<file path="src/design/jtag_tap_params.svh">
// constants for the test access port: instruction codes, widths, reset values
`ifndef JTAG_TAP_PARAMS_SVH
`define JTAG_TAP_PARAMS_SVH

`define IR_WIDTH 4
`define ID_WIDTH 32
// instruction codes
`define INSTR_EXTEST 4'h0
`define INSTR_INTEST 4'h1
`define INSTR_SAMPLE 4'h2
`define INSTR_ABORT 4'h8
`define INSTR_DEBUG_PORT 4'hA
`define INSTR_ACCESS_PORT 4'hB
`define INSTR_IDENT 4'hE
`define INSTR_BYPASS 4'hF
// value loaded into the instruction chain in capture
`define IR_CAPTURE_VALUE 4'h1
// identification word, arbitrary value
`define ID_DEFAULT 32'h0000_1001

`endif

</file>
<file path="src/design/jtag_tap_pkg.sv">
// types shared by the test access port modules
`include "jtag_tap_params.svh"
package jtag_tap_pkg;
  typedef enum logic [3:0] {
    TEST_LOGIC_RESET = 4'b1111,
    RUN_TEST_IDLE = 4'b1100,
    SELECT_DR = 4'b0111,
    CAPTURE_DR = 4'b0110,
    SHIFT_DR = 4'b0010,
    EXIT1_DR = 4'b0001,
    PAUSE_DR = 4'b0011,
    EXIT2_DR = 4'b0000,
    UPDATE_DR = 4'b0101,
    SELECT_IR = 4'b0100,
    CAPTURE_IR = 4'b1110,
    SHIFT_IR = 4'b1010,
    EXIT1_IR = 4'b1001,
    PAUSE_IR = 4'b1011,
    EXIT2_IR = 4'b1000,
    UPDATE_IR = 4'b1101
  } tap_state_t;

  // which data chain the held instruction routes to
  typedef enum logic [2:0] {
    CHAIN_BYPASS = 3'b000,
    CHAIN_IDENT = 3'b001,
    CHAIN_BOUNDARY = 3'b010,
    CHAIN_CORE = 3'b011,
    CHAIN_FROZEN = 3'b100
  } chain_sel_t;
endpackage

</file>
<file path="src/design/jtag_tap.sv">
// test access port with instruction, bypass, identification and boundary chains
`timescale 1ns/1ps
`default_nettype none
module jtag_tap
  import jtag_tap_pkg::*;
#(
  parameter int BSR_LEN = 8, // boundary chain length
  parameter logic [`ID_WIDTH-1:0] ID_VALUE = `ID_DEFAULT // arbitrary value
)
(
  input wire logic clock,
  input wire logic rst_n, // power-on reset
  input wire logic trst_n, // test reset pin
  input wire logic tck, // test clock pin
  input wire logic tms, // mode select pin
  input wire logic tdi, // serial data in pin
  output logic tdo, // serial data out pin
  output logic tdo_oe, // high while tdo is driven
  input wire logic core_tdo, // serial out of the core debug port, same clock
  output logic core_select, // core debug instruction held
  input wire logic [BSR_LEN-1:0] bsr_capture_data, // pin states to sample
  output logic [BSR_LEN-1:0] bsr_update_data, // preloaded pin values
  output logic ext_test_active, // hold pins from preloaded values
  output logic int_test_active, // drive core from preloaded values
  output logic [`IR_WIDTH-1:0] current_instr, // held instruction
  output jtag_tap_pkg::tap_state_t tap_state
);

  // chain select for a held instruction
  function automatic chain_sel_t decode_chain(input logic [`IR_WIDTH-1:0] code);
    chain_sel_t sel;
    case (code)
      `INSTR_IDENT: sel = CHAIN_IDENT;
      `INSTR_SAMPLE: sel = CHAIN_BOUNDARY;
      `INSTR_EXTEST: sel = CHAIN_FROZEN;
      `INSTR_INTEST: sel = CHAIN_FROZEN;
      `INSTR_ABORT: sel = CHAIN_CORE;
      `INSTR_DEBUG_PORT: sel = CHAIN_CORE;
      `INSTR_ACCESS_PORT: sel = CHAIN_CORE;
      default: sel = CHAIN_BYPASS;
    endcase
    return sel;
  endfunction

  // test reset pin: asserts at once, releases through two flops
  logic trst_meta;
  logic trst_sync;
  // pin synchronisers, first stage read only by the second
  logic tck_meta;
  logic tck_sync;
  logic tck_prev;
  logic tms_meta;
  logic tms_sync;
  logic tdi_meta;
  logic tdi_sync;
  // chains
  logic [`IR_WIDTH-1:0] ir_shift;
  logic [`IR_WIDTH-1:0] ir_hold;
  logic bypass_bit;
  logic [`ID_WIDTH-1:0] id_shift;
  logic [BSR_LEN-1:0] bsr_shift;

  wire tap_rst_n;
  wire tck_rise;
  wire tck_fall;
  wire chain_sel_t chain;
  wire in_shift_ir;
  wire in_shift_dr;
  wire dr_capture;
  wire dr_shift;
  wire dr_update;
  wire dr_lsb;
  wire next_tdo;
  wire next_tdo_oe;

  // combined reset: either source forces the reset state asynchronously
  assign tap_rst_n = rst_n & trst_sync;

  // release of test reset synchronised to the sampling clock
  always_ff @(posedge clock or negedge trst_n)
  begin
    if (!trst_n)
    begin
      trst_meta <= 1'b0;
      trst_sync <= 1'b0;
    end
    else
    begin
      trst_meta <= 1'b1;
      trst_sync <= trst_meta;
    end
  end

  // two-flop sampling of the test pins; tck, tms, tdi keep the same delay
  always_ff @(posedge clock or negedge rst_n)
  begin
    if (!rst_n)
    begin
      tck_meta <= 1'b0;
      tck_sync <= 1'b0;
      tck_prev <= 1'b0;
      tms_meta <= 1'b1;
      tms_sync <= 1'b1;
      tdi_meta <= 1'b1;
      tdi_sync <= 1'b1;
    end
    else
    begin
      tck_meta <= tck;
      tck_sync <= tck_meta;
      tck_prev <= tck_sync;
      tms_meta <= tms;
      tms_sync <= tms_meta;
      tdi_meta <= tdi;
      tdi_sync <= tdi_meta;
    end
  end

  // edges of the test clock; none while it stands still
  assign tck_rise = tck_sync & ~tck_prev;
  assign tck_fall = ~tck_sync & tck_prev;

  tap_state_machine u_fsm (
    .clock(clock),
    .tap_rst_n(tap_rst_n),
    .step(tck_rise),
    .tms(tms_sync),
    .state(tap_state)
  );

  // state decides instruction or data side and the operation timing
  assign chain = decode_chain(ir_hold);
  assign in_shift_ir = (tap_state == SHIFT_IR);
  assign in_shift_dr = (tap_state == SHIFT_DR);
  // frozen instructions never capture, shift or update a data chain
  assign dr_capture = tck_rise && tap_state == CAPTURE_DR && chain != CHAIN_FROZEN;
  assign dr_shift = tck_rise && in_shift_dr && chain != CHAIN_FROZEN;
  assign dr_update = tck_rise && tap_state == UPDATE_DR && chain != CHAIN_FROZEN;

  // instruction chain and held instruction
  always_ff @(posedge clock or negedge tap_rst_n)
  begin
    if (!tap_rst_n)
    begin
      ir_shift <= `IR_CAPTURE_VALUE;
      ir_hold <= `INSTR_IDENT;
    end
    else if (tap_state == TEST_LOGIC_RESET)
    begin
      // holding here reloads the default on every cycle, so every entry does
      ir_hold <= `INSTR_IDENT;
    end
    else if (tck_rise)
    begin
      if (tap_state == CAPTURE_IR)
        ir_shift <= `IR_CAPTURE_VALUE;
      else if (in_shift_ir)
        ir_shift <= {tdi_sync, ir_shift[`IR_WIDTH-1:1]};
      else if (tap_state == UPDATE_IR)
        ir_hold <= ir_shift;
    end
  end

  // bypass bit
  always_ff @(posedge clock or negedge tap_rst_n)
  begin
    if (!tap_rst_n)
      bypass_bit <= 1'b0;
    else if (chain == CHAIN_BYPASS)
    begin
      if (dr_capture)
        bypass_bit <= 1'b0;
      else if (dr_shift)
        bypass_bit <= tdi_sync;
    end
  end

  // identification chain, reloaded on each capture
  always_ff @(posedge clock or negedge tap_rst_n)
  begin
    if (!tap_rst_n)
      id_shift <= '0;
    else if (chain == CHAIN_IDENT)
    begin
      if (dr_capture)
        id_shift <= ID_VALUE;
      else if (dr_shift)
        id_shift <= {tdi_sync, id_shift[`ID_WIDTH-1:1]};
    end
  end

  // boundary chain; its parallel register survives test reset for the pins
  always_ff @(posedge clock or negedge rst_n)
  begin
    if (!rst_n)
    begin
      bsr_shift <= '0;
      bsr_update_data <= '0;
    end
    else if (chain == CHAIN_BOUNDARY)
    begin
      if (dr_capture)
        bsr_shift <= bsr_capture_data;
      else if (dr_shift)
        bsr_shift <= {tdi_sync, bsr_shift[BSR_LEN-1:1]};
      else if (dr_update)
        bsr_update_data <= bsr_shift;
    end
  end

  // serial out selection; core instructions route the core port out
  assign dr_lsb = (chain == CHAIN_IDENT) ? id_shift[0] :
                  (chain == CHAIN_BOUNDARY) ? bsr_shift[0] :
                  (chain == CHAIN_CORE) ? core_tdo : bypass_bit;
  assign next_tdo = in_shift_ir ? ir_shift[0] : dr_lsb;
  // driven only while a shift is in progress; frozen chains do not shift
  assign next_tdo_oe = in_shift_ir || (in_shift_dr && chain != CHAIN_FROZEN);

  // output changes only on a seen falling edge of the test clock
  always_ff @(posedge clock or negedge tap_rst_n)
  begin
    if (!tap_rst_n)
    begin
      tdo <= 1'b0;
      tdo_oe <= 1'b0;
    end
    else if (tck_fall)
    begin
      tdo <= next_tdo;
      tdo_oe <= next_tdo_oe;
    end
  end

  // status levels for the rest of the device
  assign core_select = (chain == CHAIN_CORE);
  assign ext_test_active = (ir_hold == `INSTR_EXTEST);
  assign int_test_active = (ir_hold == `INSTR_INTEST);
  assign current_instr = ir_hold;
endmodule
`default_nettype wire

</file>
<file path="src/design/tap_state_machine.sv">
// sixteen-state test access port controller
`timescale 1ns/1ps
`default_nettype none
module tap_state_machine
  import jtag_tap_pkg::*;
(
  input wire logic clock,
  input wire logic tap_rst_n, // power-on and test reset combined
  input wire logic step, // one-cycle pulse on a test clock rise
  input wire logic tms,
  output jtag_tap_pkg::tap_state_t state
);
  tap_state_t next_state;

  // next state from current state and sampled mode bit
  always_comb
  begin
    next_state = state;
    unique case (state)
      TEST_LOGIC_RESET: next_state = tms ? TEST_LOGIC_RESET : RUN_TEST_IDLE;
      RUN_TEST_IDLE: next_state = tms ? SELECT_DR : RUN_TEST_IDLE;
      SELECT_DR: next_state = tms ? SELECT_IR : CAPTURE_DR;
      CAPTURE_DR: next_state = tms ? EXIT1_DR : SHIFT_DR;
      SHIFT_DR: next_state = tms ? EXIT1_DR : SHIFT_DR;
      EXIT1_DR: next_state = tms ? UPDATE_DR : PAUSE_DR;
      PAUSE_DR: next_state = tms ? EXIT2_DR : PAUSE_DR;
      EXIT2_DR: next_state = tms ? UPDATE_DR : SHIFT_DR;
      UPDATE_DR: next_state = tms ? SELECT_DR : RUN_TEST_IDLE;
      SELECT_IR: next_state = tms ? TEST_LOGIC_RESET : CAPTURE_IR;
      CAPTURE_IR: next_state = tms ? EXIT1_IR : SHIFT_IR;
      SHIFT_IR: next_state = tms ? EXIT1_IR : SHIFT_IR;
      EXIT1_IR: next_state = tms ? UPDATE_IR : PAUSE_IR;
      PAUSE_IR: next_state = tms ? EXIT2_IR : PAUSE_IR;
      EXIT2_IR: next_state = tms ? UPDATE_IR : SHIFT_IR;
      UPDATE_IR: next_state = tms ? SELECT_DR : RUN_TEST_IDLE;
    endcase
  end

  // state moves only on a seen test clock rise
  always_ff @(posedge clock or negedge tap_rst_n)
  begin
    if (!tap_rst_n)
      state <= TEST_LOGIC_RESET;
    else if (step)
      state <= next_state;
  end
endmodule
`default_nettype wire

</file>
<file path="config.mk">
export PLATFORM = sky130hd
export DESIGN_NAME = jtag_tap
export DESIGN_NICKNAME = d
export VERILOG_FILES = /design/src/design/jtag_tap_pkg.sv /design/src/design/jtag_tap.sv /design/src/design/tap_state_machine.sv
export VERILOG_INCLUDE_DIRS = /design/src /design/src/design
export SDC_FILE = /design/constraint.sdc
export NUM_CORES = 1
export LEC_CHECK = 0
export BUFFER_PORTS_ARGS = -buffer_cell sky130_fd_sc_hd__buf_2
export CAP_MARGIN = 20
export CORE_MARGIN = 1.5
export CORE_UTILIZATION = 45
export DETAILED_ROUTE_END_ITERATION = 6
export RECOVER_POWER = 25
export SLEW_MARGIN = 20
export SYNTH_ARGS = -nofsm -noshare
export SYNTH_HDL_FRONTEND = slang
export SYNTH_SLANG_ARGS = --single-unit
</file>
<file path="constraint.sdc">
create_clock -name clock -period 2.5 [get_ports clock]
set_input_delay 0 -clock clock [delete_from_list [all_inputs] [get_ports clock]]
set_output_delay 0 -clock clock [all_outputs]
set_load 0.01 [all_outputs]
</file>
==> flow_metrics.env <==
export IMPL_outcome="finished clean"
export IMPL_p_leak_uw=0.00167
export IMPL_chipWidth_um=87.5
export IMPL_initial_core_util=0.470
export IMPL_die_area_um2=7660
export IMPL_drtIter0Drc=93
export IMPL_p_total_uw=3600
export IMPL_overflow=0
export IMPL_cp_arrival_ns=2.33
export IMPL_clk_latency_ns=0.34
export IMPL_grt_pass1_vias=2111
export IMPL_layout_min_cycle_time_ns=2.13
export IMPL_synth_edff_count=0
export IMPL_wl_per_cell_um=13.0
export IMPL_cts_tree="built"
export IMPL_critical_path_class="reg -> reg"
export IMPL_hold_path_depth=5
export IMPL_grt_pass1_wl_um=10100
export IMPL_finalHoldViolations=0
export IMPL_clockBufferDepth=2
export IMPL_fill_cells=649
export IMPL_final_layout_size_suffix_gt1_frac=0.298
export IMPL_dr_pass1_iters=4
export IMPL_track_usage=0.172
export IMPL_netlist_instances=305
export IMPL_dp_hpwl_um=3750
export IMPL_pin_count=36
export IMPL_wirelength_um=5890
export IMPL_async_flop_share=1.00
export IMPL_ys_flop_type="dfrtp_1"
export IMPL_setup_viol=0
export IMPL_final_core_util=0.553
export IMPL_netlist_top_cells_area="dfrtp_1, dfstp_2, nand2_1, o21ai_2, mux2_2"
export IMPL_io_buffers=35
export IMPL_worst_pin_slew_ns=1.27
export IMPL_yosys_warnings=0
export IMPL_rr_worst_depth=5
export IMPL_syn_num_nets=320
export IMPL_gp_congestion=0.732
export IMPL_end_kind="flop"
export IMPL_yosysSeqAreaShare=0.565
export IMPL_grt_max_degree=65
export IMPL_cp_max_fo=64
export IMPL_clock_root_buffer="clkbuf_8"
export IMPL_die_h_um=87.5
export IMPL_ant_nets=0
export IMPL_yosys_area_top_type_share=0.467
export IMPL_postSynthAreaPerCell_um2=10.5
export IMPL_rsz0062_at_grt="no"
export IMPL_drc_errors=0
export IMPL_slew_headroom=0.151
export IMPL_core_region_area_um2=6830
export IMPL_clk_pin_slew_ns=0.07
export IMPL_num_vias=2278
export IMPL_synthToLayoutAreaGrowth_pct=17.6
export IMPL_diodes=0
export IMPL_finClkSkew_ns=0.0121
export IMPL_min_period_over_period=0.852
export IMPL_vdd_ir_drop_max_v=0.000401
export IMPL_slew_violations=0
export IMPL_final_nets=366
export IMPL_cts_htree_levels=3
export IMPL_hold_class="in -> reg"
export IMPL_drv_cap=0
export IMPL_power_density_nw_per_um2=954
export IMPL_yosysTopAreaCell="dfrtp_1"
export IMPL_ys_types=44
export IMPL_ys_ff_latch=72
export IMPL_critical_path_required_ns=2.70
export IMPL_num_rows=30
export IMPL_syn_area_um2=3210
export IMPL_setup_tns_ns=0
export IMPL_avgViaCountPerCell=5.04
export IMPL_numCtsBuffers=9
export IMPL_max_freq_mhz=469
export IMPL_critPathLaunchType="flop"
export IMPL_antenna_found_initial=0
export IMPL_cts_sinks=72
## path summary, 6_finish.rpt
| kind | startpoint | end | slack [ns] |
|---|---|---|---|
| min | core_tdo | tdo | 0.13 |
| max in group asynchronous | rst_n | u_fsm.state[2] | 0.89 |
| max | current_instr[2] | id_shift[29] | 0.37 |
| min reg2reg | trst_sync | ir_shift[2] | 0.34 |
| max reg2reg | current_instr[2] | id_shift[29] | 0.37 |
| min in group asynchronous | trst_sync | ir_shift[2] | 0.34 |
## routing by layer
| metal | vias to the layer above | global-route usage | part of all wire |
|---|---|---|---|
| li1 | 1150 | - | - |
| met1 | 1092 | 0.247 | 0.51 |
| met2 | 30 | 0.250 | 0.45 |
| met3 | 6 | 0.0521 | 0.032 |
| met4 | 0 | 0.0563 | 0.0081 |
| met5 | - | 0 | 0 |
## synth_stat cells (3+ instances only)
| cell type | number |
|---|---|
| nand2_1 | 80 |
| dfrtp_1 | 60 |
| o21ai_2 | 28 |
| o21ai_0 | 13 |
| a21oi_1 | 12 |
| dfstp_2 | 12 |
| mux2_2 | 10 |
| clkbuf_1 | 7 |
| inv_1 | 7 |
| o22ai_1 | 7 |
| buf_2 | 5 |
| buf_6 | 5 |
| nor3_1 | 5 |
| o21ai_1 | 5 |
| nand2b_1 | 4 |
| nor2_1 | 4 |
| nand3_1 | 3 |
| o211ai_1 | 3 |
| o31ai_1 | 3 |
## repair_timing
item	in CTS	in global routing
resized for setup	0	0
hold endpoints to repair	33	0
setup buffers	0	0
hold buffers	14	0
## cell usage in the layout (no fill, tap or decap), types with 7 or more instances in the layout
master,netlist,routed
inv_1,7,7
dfrtp_1,60,60
mux2_2,10,10
nand2_1,80,80
o21ai_0,13,13
o22ai_1,7,7
clkbuf_8,0,11
buf_2,5,26
dfstp_2,12,12
o21ai_2,28,28
dlygate4sd3_1,0,14
clkbuf_1,7,10
a21oi_1,12,12
## registers in the layout, indices dropped and copies added, names as in the netlist
name / cells
bsr_shift: 8
bypass_bit: 1
current_instr: 4
tdi_sync: 1
tck_prev: 1
tdi_meta: 1
tdo: 1
bsr_update_data: 8
trst_sync: 1
tms_sync: 1
u_fsm.state: 4
ir_shift: 4
tck_meta: 1
trst_meta: 1
tdo_oe: 1
tms_meta: 1
id_shift: 32
tck_sync: 1
## metrics by stage
step | std cells | worst slack [ns] | hold slack, ns | cell area (um^2)
final | 452 | 0.370 | 0.133 | 3780
after global routing | 452 | 0.260 | 0.160 | 3780
after CTS | 452 | 0.373 | 0.132 | 3790
after detailed placement | 422 | 0.396 | -0.214 | 3440
after global placement | 422 | 0.424 | -0.215 | 3440
after floorplan | 305 | 0.686 | -0.296 | 3210
## power by group
part	internal (uW)	switching [uW]
clock network	518	427
logic	403	534
registers	1440	285
total	2360	1250
## cells by family after synthesis
logic type / after synthesis / synth area share
mux: 10 / 0.0350
simple gates: 113 / 0.174
buf+inv: 28 / 0.0487
flops: 72 / 0.565
compound gates: 81 / 0.176
other cells: 1 / 0.00117
## layout make-up
type / instances / area (um^2) / area share
sequential: 72 / 1820 / 0.481
tap: 96 / 120 / 0.0318
clock buffer: 12 / 155 / 0.0411
clock inverter: 4 / 52.6 / 0.0139
multi-input combinational: 205 / 1240 / 0.329
inverter: 8 / 30.0 / 0.00795
timing repair buffer: 55 / 362 / 0.0957
## worst max-delay path, cell delays in order, from the launching register on
cell and delay (ns):
dfstp_2 0.67, nand4b_4 0.13, or4_2 0.54, buf_4 0.35, nand2_1 0.19, o21ai_2 0.06
Power figures use the tool's default switching activity.
